$ cat src/verilog/bbr_defs.vh
// Constants for the boot baud recovery block
`ifndef BBR_DEFS_VH
`define BBR_DEFS_VH
`define BBR_CLK_HZ 20000000
`define BBR_SAFE_BAUD 9600
`define BBR_WINDOW_MS 750
`define BBR_SAFE_DIV 16'h0823
`define BBR_DEF_BAUD520 8'h00
`define BBR_DEF_BAUD521 8'h00
`define BBR_CR 8'h0D
`define BBR_ESC_LEN 8
`define BBR_ESC_STR 64'h213C4249534D3E21
`define BBR_ST_SAFE 2'h0
`define BBR_ST_RECOV 2'h1
`define BBR_ST_USER 2'h2
`endif

$ cat src/verilog/bbr_top.v
// Boot-time baud selection with escape-string recovery and host UART
// Contract
// [RQ1] After reset the port runs 9600 8N1 for exactly 750 ms.
// [RQ2] If the window ends with no escape, the stored line settings apply.
// [RQ3] An escape string with CR inside the window keeps 9600 8N1.
// [RQ4] An accepted escape loads factory defaults into all config registers.
// [RQ5] The baud rate comes from configuration registers 520 and 521.
// [RQ6] The divider gives exact rates whenever rate times 0.004096 is whole. The code is exact only when 20000000 divided by the rate is whole.
// [RQ7] Command mode exchanges plain text characters over the host port.
// [RQ8] Escape match is in order and restarts on any mismatching character.
`timescale 1ns/1ps
`include "bbr_defs.vh"
module bbr_top #(
  parameter WINDOW_CYC = (`BBR_CLK_HZ / 1000) * `BBR_WINDOW_MS,
  // Bit period of the safe rate; a smaller value only shortens simulation
  parameter [15:0] SAFE_DIV = `BBR_SAFE_DIV
) (
  input wire MCLK_IN,
  input wire NRST_IN,
  input wire RXD_IN,
  output reg TXD_OUT,
  input wire [7:0] CFG520_IN,
  input wire [7:0] CFG521_IN,
  input wire CFG_WE_IN,
  output reg [7:0] CFG520_OUT,
  output reg [7:0] CFG521_OUT,
  output reg FACTORY_LOAD_OUT,
  output reg SAFE_MODE_OUT,
  output reg [7:0] RX_DATA_OUT,
  output reg RX_VALID_OUT,
  input wire RX_READY_IN,
  input wire [7:0] TX_DATA_IN,
  input wire TX_VALID_IN,
  output reg TX_READY_OUT
);
  reg [1:0] state;
  reg [31:0] win_cnt;
  reg [15:0] div;
  reg [15:0] rx_tick;
  reg [3:0] rx_bit;
  reg [7:0] rx_sh;
  reg rx_busy;
  reg rx_s1;
  reg rx_s2;
  reg [7:0] rx_byte;
  reg rx_stb;
  reg [3:0] esc_idx;
  reg [15:0] tx_tick;
  reg [3:0] tx_bit;
  reg [9:0] tx_sh;
  reg tx_busy;
  wire [7:0] buf_data;
  wire buf_valid;
  wire buf_ready;
  wire buf_sready;
  wire [7:0] esc_chr;
  wire [63:0] esc_str;
  wire [15:0] half_div;

  // Receive bytes pass a two-entry buffer; a byte arriving while it is full is dropped
  bbr_buf2 #(.W(8)) u_rxbuf (
    .clk_in(MCLK_IN),
    .nrst_in(NRST_IN),
    .s_data_in(rx_byte),
    .s_valid_in(rx_stb),
    .s_ready_out(buf_sready),
    .m_data_out(buf_data),
    .m_valid_out(buf_valid),
    .m_ready_in(buf_ready)
  );

  // Output register takes a new byte when empty or being drained
  assign buf_ready = ~RX_VALID_OUT | RX_READY_IN;
  always @(posedge MCLK_IN)
  begin
    if (!NRST_IN)
    begin
      RX_VALID_OUT <= 1'b0;
      RX_DATA_OUT <= 8'h00;
    end
    else if (buf_ready)
    begin
      RX_VALID_OUT <= buf_valid; // [RQ7]
      RX_DATA_OUT <= buf_data;
    end
  end

  // Divider: 16-bit cycles per bit; registers are high and low bytes
  always @(posedge MCLK_IN)
  begin
    if (!NRST_IN)
      div <= SAFE_DIV;
    else if (state == `BBR_ST_USER)
      div <= ({CFG521_OUT, CFG520_OUT} < 16'h0004) ?
        16'h0004 : {CFG521_OUT, CFG520_OUT}; // [RQ5] [RQ6] [RQ2]
    else
      div <= SAFE_DIV; // [RQ1] [RQ3]
  end
  assign half_div = {1'b0, div[15:1]};

  // Boot window and mode selection
  always @(posedge MCLK_IN)
  begin
    if (!NRST_IN)
    begin
      state <= `BBR_ST_SAFE;
      win_cnt <= 32'h0;
      SAFE_MODE_OUT <= 1'b1;
    end
    else
    begin
      case (state)
        `BBR_ST_SAFE:
        begin
          win_cnt <= win_cnt + 32'h1;
          if (rx_stb && rx_byte == `BBR_CR && esc_idx == 4'h8)
            state <= `BBR_ST_RECOV; // [RQ3]
          else if (win_cnt == WINDOW_CYC - 1)
          begin
            state <= `BBR_ST_USER; // [RQ1] [RQ2]
            SAFE_MODE_OUT <= 1'b0;
          end
        end
        `BBR_ST_RECOV:
          SAFE_MODE_OUT <= 1'b1; // [RQ3]
        `BBR_ST_USER:
          SAFE_MODE_OUT <= 1'b0;
        default:
          state <= `BBR_ST_SAFE;
      endcase
    end
  end

  // Escape matcher; a mismatch may itself start a new match
  assign esc_str = `BBR_ESC_STR;
  assign esc_chr = esc_str[{3'h7 - esc_idx[2:0], 3'h0} +: 8];
  always @(posedge MCLK_IN)
  begin
    if (!NRST_IN)
      esc_idx <= 4'h0;
    else if (rx_stb && state == `BBR_ST_SAFE)
    begin
      if (esc_idx < 4'h8 && rx_byte == esc_chr)
        esc_idx <= esc_idx + 4'h1; // [RQ8]
      else if (rx_byte == 8'h21)
        esc_idx <= 4'h1; // [RQ8]
      else
        esc_idx <= 4'h0; // [RQ8]
    end
  end

  // Config registers; factory load wins over a software write
  always @(posedge MCLK_IN)
  begin
    if (!NRST_IN)
    begin
      CFG520_OUT <= `BBR_DEF_BAUD520;
      CFG521_OUT <= `BBR_DEF_BAUD521;
      FACTORY_LOAD_OUT <= 1'b0;
    end
    else
    begin
      FACTORY_LOAD_OUT <= 1'b0;
      if (state == `BBR_ST_SAFE && rx_stb && rx_byte == `BBR_CR &&
          esc_idx == 4'h8)
      begin
        CFG520_OUT <= `BBR_DEF_BAUD520; // [RQ4]
        CFG521_OUT <= `BBR_DEF_BAUD521; // [RQ4]
        FACTORY_LOAD_OUT <= 1'b1; // [RQ4]
      end
      else if (CFG_WE_IN)
      begin
        CFG520_OUT <= CFG520_IN; // [RQ5]
        CFG521_OUT <= CFG521_IN; // [RQ5]
      end
    end
  end

  // Receiver 8N1, mid-bit sampling; byte dropped if stop bit low or buffer full
  always @(posedge MCLK_IN)
  begin
    if (!NRST_IN)
    begin
      rx_s1 <= 1'b1;
      rx_s2 <= 1'b1;
      rx_busy <= 1'b0;
      rx_tick <= 16'h0;
      rx_bit <= 4'h0;
      rx_sh <= 8'h00;
      rx_byte <= 8'h00;
      rx_stb <= 1'b0;
    end
    else
    begin
      rx_s1 <= RXD_IN;
      rx_s2 <= rx_s1;
      rx_stb <= 1'b0;
      if (!rx_busy)
      begin
        if (!rx_s2)
        begin
          rx_busy <= 1'b1;
          rx_tick <= half_div;
          rx_bit <= 4'h0;
        end
      end
      else if (rx_tick != 16'h0)
        rx_tick <= rx_tick - 16'h1;
      else
      begin
        rx_tick <= div - 16'h1;
        rx_bit <= rx_bit + 4'h1;
        if (rx_bit == 4'h0 && rx_s2)
          rx_busy <= 1'b0; // False start
        else if (rx_bit == 4'h9)
        begin
          rx_busy <= 1'b0;
          rx_byte <= rx_sh;
          rx_stb <= rx_s2 & buf_sready; // Stop bit must be high
        end
        else if (rx_bit != 4'h0)
          rx_sh <= {rx_s2, rx_sh[7:1]};
      end
    end
  end

  // Transmitter 8N1, LSB first; line idles high
  always @(posedge MCLK_IN)
  begin
    if (!NRST_IN)
    begin
      TXD_OUT <= 1'b1;
      TX_READY_OUT <= 1'b0;
      tx_busy <= 1'b0;
      tx_tick <= 16'h0;
      tx_bit <= 4'h0;
      tx_sh <= 10'h3FF;
    end
    else if (!tx_busy)
    begin
      TX_READY_OUT <= 1'b1;
      if (TX_VALID_IN && TX_READY_OUT)
      begin
        tx_busy <= 1'b1;
        TX_READY_OUT <= 1'b0;
        tx_sh <= {1'b1, TX_DATA_IN, 1'b0}; // [RQ7]
        tx_tick <= div - 16'h1;
        tx_bit <= 4'h0;
        TXD_OUT <= 1'b0;
      end
    end
    else if (tx_tick != 16'h0)
      tx_tick <= tx_tick - 16'h1;
    else
    begin
      tx_tick <= div - 16'h1;
      if (tx_bit == 4'h9)
      begin
        tx_busy <= 1'b0;
        TXD_OUT <= 1'b1;
      end
      else
      begin
        tx_bit <= tx_bit + 4'h1;
        TXD_OUT <= tx_sh[tx_bit + 4'h1];
      end
    end
  end
endmodule

$ cat src/verilog/bbr_buf2.v
// Two-entry valid/ready buffer for one byte stream
`timescale 1ns/1ps
module bbr_buf2 #(
  parameter W = 8
) (
  input wire clk_in,
  input wire nrst_in,
  input wire [W-1:0] s_data_in,
  input wire s_valid_in,
  output wire s_ready_out,
  output wire [W-1:0] m_data_out,
  output wire m_valid_out,
  input wire m_ready_in
);
  reg [W-1:0] mem0;
  reg [W-1:0] mem1;
  reg [1:0] cnt;
  wire push;
  wire pop;
  // Ready while not full, so a stalled drain backs up to the source
  assign s_ready_out = (cnt != 2'h2);
  assign m_valid_out = (cnt != 2'h0);
  assign m_data_out = mem0;
  assign push = s_valid_in & s_ready_out;
  assign pop = m_valid_out & m_ready_in;
  // Entry 0 is always the head
  always @(posedge clk_in)
  begin
    if (!nrst_in)
    begin
      cnt <= 2'h0;
      mem0 <= {W{1'b0}};
      mem1 <= {W{1'b0}};
    end
    else
    begin
      if (pop)
      begin
        mem0 <= (cnt == 2'h2) ? mem1 : s_data_in;
        if (cnt == 2'h2 && push)
          mem1 <= s_data_in;
      end
      else if (push)
      begin
        if (cnt == 2'h0)
          mem0 <= s_data_in;
        else
          mem1 <= s_data_in;
      end
      cnt <= cnt + {1'b0, push} - {1'b0, pop};
    end
  end
endmodule

$ cat config.mk
export PLATFORM = sky130hd
export DESIGN_NAME = bbr_top
export DESIGN_NICKNAME = d
export VERILOG_FILES = /design/src/verilog/bbr_top.v /design/src/verilog/bbr_buf2.v
export VERILOG_INCLUDE_DIRS = /design/src /design/src/verilog
export SDC_FILE = /design/constraint.sdc
export NUM_CORES = 1
export LEC_CHECK = 0
export BUFFER_PORTS_ARGS = -buffer_cell sky130_fd_sc_hd__buf_4
export CORE_ASPECT_RATIO = 1.2
export CORE_MARGIN = 2
export CORE_UTILIZATION = 61
export DETAILED_ROUTE_END_ITERATION = 10
export HOLD_SLACK_MARGIN = 0.05
export PLACE_DENSITY_LB_ADDON = 0.25
export SLEW_MARGIN = 20
export SYNTH_ARGS = -nofsm -noshare
export SYNTH_HDL_FRONTEND = slang
export SYNTH_SLANG_ARGS = --single-unit
$ cat constraint.sdc
create_clock -name MCLK_IN -period 3 [get_ports MCLK_IN]
set_clock_uncertainty 0.05 [all_clocks]
set_input_delay 0.45 -clock MCLK_IN [delete_from_list [all_inputs] [get_ports MCLK_IN]]
set_output_delay 0.45 -clock MCLK_IN [all_outputs]
set_load 0.03 [all_outputs]
==> flow_metrics.tcl <==
set metrics [dict create \
    outcome "finished, final reports clean" \
    yosysUniqueCellTypes 77 \
    ios 59 \
    p_switching_mw 1.81 \
    cts_buffers 17 \
    fin_crit_ps 2640 \
    power_density_nw_per_um2 621 \
    grt.total_usage 0.279 \
    portBuffers 58 \
    drc 0 \
    cts_sinks 171 \
    report.final.hold_viol_count 0 \
    insertion_delay_ps 430 \
    clkPwrFrac 0.354 \
    gr-total-overflow 0 \
    drv_slew 0 \
    pwr-share-seq 0.433 \
    synth_ff_type "dfxtp_1" \
    cp_max_fo 11 \
    fill_cells 1125 \
    max_freq_mhz 379 \
    cp.required_ps 3240 \
    start_util 0.618 \
    synth_compound_area_frac 0.144 \
    power_frac_comb 0.213 \
    drv_cap 0 \
    routed_wl_um 20600 \
    gp_congestion 0.887 \
    antenna_found_initial 0 \
    clk_transition_reported_paths_ps 70 \
    path_cells "inv_1 > ha_1 > nand4_1 > nand4b_1 > nor4_1 > xnor2_1 > nor2_1" \
    ant_nets 0 \
    area_growth_pct 13.9 \
    synth_xor_area_frac 0.0520 \
    die_height_um 133 \
    internal_power_mw 4.15 \
    vias_per_cell 6.10 \
    preCtsSetupSlack_ps 461 \
    grt_max_degree 44 \
    crit_path_start_kind "flip-flop" \
    cp-end-kind "flip-flop" \
    die-area_um2 14800 \
    rsz0062_at_grt "no" \
    crit_arrival_ps 2880 \
    cts_resized 0 \
    die_w_um 111 \
    setup_ws_ps 360 \
    switching_share 0.304 \
    hold_ws_ps 159 \
    grt_pass1_wl_um 33900 \
    path_class "flip-flop to flip-flop" \
    first_global_vias 7105 \
    yosys.area_share.simple 0.257 \
    slowest_stage "nand4b_1" \
    synth_top_family_by_area "simple AND/OR/NAND/NOR gates" \
    syn-num-nets 1055 \
    drt_iter0_drc 465 \
    drive_gt1_frac 0.122 \
    synth_mux_area_frac 0.0666 \
    final_nets 1099 \
    synthArstFlopShare 0 \
    synthTopCellsByCount "dfxtp_1, nor2_1, nand2_1" \
    h-tree-depth 4 \
    cpPeakStageDelay_ps 600 \
    setup_viol 0 \
    cts_tree "built" \
    hold_class "primary input to flip-flop" \
    postCtsSetupBuffers 0 \
    clockBufferDepth 2 \
    num_vias 7504 \
    peakVddDrop_uv 456 \
    synth_fa_ha_area_frac 0.0341 \
    crit_family "simple AND/OR/NAND/NOR gates" \
    std_cell_rows 47 \
    diodes 0 \
    regArea_um2 3420 \
    synth_area_um2 8430 \
    cts_hold_buf 0 \
    root_buffer "clkbuf_16" \
    maxSlewHeadroom 0.461 \
    routedWlPerCell_um 16.7 \
    dr.pass1.iters 4 \
    synth.largest_area_cell "dfxtp_1" \
    synth-seq-area-share 0.406 \
    coreArea_um2 13600 \
    yosysMostFrequentCell "dfxtp_1" \
    multi_input_area_um2 4680 \
    path_buf_inv 1 \
    synthCells 1002 \
    total_leakage_power_nw 3.71 \
    fin_tns_setup_ps 0 \
    yosysWarnings 0 \
    synth.top_cell.area_share 0.406 \
    avgSynthCellArea_um2 8.41 \
    ys_ff_latch 171 \
    max_slew.worst_pin.slew_ps 802 \
    synth_edf_count 0 \
    finalCritPeriodShare 0.880 \
    dp.final_hpwl_um 14400 \
    yosys-top-cells-area "dfxtp_1, mux2i_1, nor2_1" \
]
[state kept, by name (all words and copies together) (netlist names), 4 cells and up]
register,count
rx_tick,16
CFG521_OUT,8
rx_bit,4
win_cnt,32
rx_sh,8
tx_bit,4
tx_tick,16
tx_sh,9
u_rxbuf.m_data_out,8
esc_idx,4
CFG520_OUT,8
RX_DATA_OUT,8
u_rxbuf.mem1,8
rx_byte,8
div,16
[power by group through the flow]
stage	logic [mW]	registers [mW]	clock network [mW]
final	1.27	2.58	2.11
after global routing	1.40	2.60	2.23
after CTS	1.26	2.58	2.13
after detailed placement	1.25	2.63	0
after global placement	1.23	2.62	0
after floorplan	0.852	2.68	0
[metal layers]
layer  vias to the layer above  track usage  wire length [µm]
li1                       3670            -                 -
met1                      3561        0.342              8690
met2                       214        0.477             10200
met3                        59       0.0467               988
met4                         0        0.134               719
met5                         -            0                 0
[stage by stage]
step | util | cells | area (µm²) | power, mW
after floorplan | - | 1002 | 8430 | 3.53
after global placement | 0.662 | 1198 | 9030 | 3.85
after detailed placement | 0.662 | 1198 | 9030 | 3.88
after CTS | 0.704 | 1230 | 9600 | 5.98
after global routing | 0.704 | 1230 | 9600 | 6.23
final | 0.704 | 1230 | 9600 | 5.96
[cell families after synthesis]
family	Yosys count
mux	53
simple gates	437
fa+ha+maj	23
compound gates	184
buf+inv	84
xor+xnor	50
flops	171
[area by class of cell]
cell class | instances | area share
clock inverter | 8 | 0.00912
multi-input combinational | 747 | 0.487
timing repair buffer | 79 | 0.0631
tap | 171 | 0.0223
inverter | 30 | 0.0119
sequential | 171 | 0.356
clock buffer | 24 | 0.0502
[layout by cell type, fill, tap and decap left out, types with 15 or more instances in the layout]
cell type / synthesis / layout
nor4_1: 27 / 26
nand4_1: 16 / 16
nand2_1: 115 / 115
nand3_1: 30 / 30
xnor2_1: 30 / 30
o21ai_0: 34 / 34
clkbuf_16: 0 / 17
a21oi_1: 56 / 55
mux2i_1: 46 / 46
a211oi_1: 17 / 17
inv_1: 29 / 28
xor2_1: 20 / 20
buf_4: 0 / 78
nor2_1: 122 / 122
nor3_1: 30 / 30
ha_1: 23 / 23
dfxtp_1: 171 / 171
and3_1: 15 / 15
[path summary, 6_finish.rpt]
check / startpoint / endpoint / slack [ps] / cells after the start
setup reg to reg: state[1] / win_cnt[31] / 360 / 7
hold reg to reg: rx_s1 / rx_s2 / 380 / 1
hold / removal: RXD_IN / rx_s1 / 160 / 2
setup / recovery: state[1] / win_cnt[31] / 360 / 7
No activity file was read; power rests on OpenSTA's default activity.
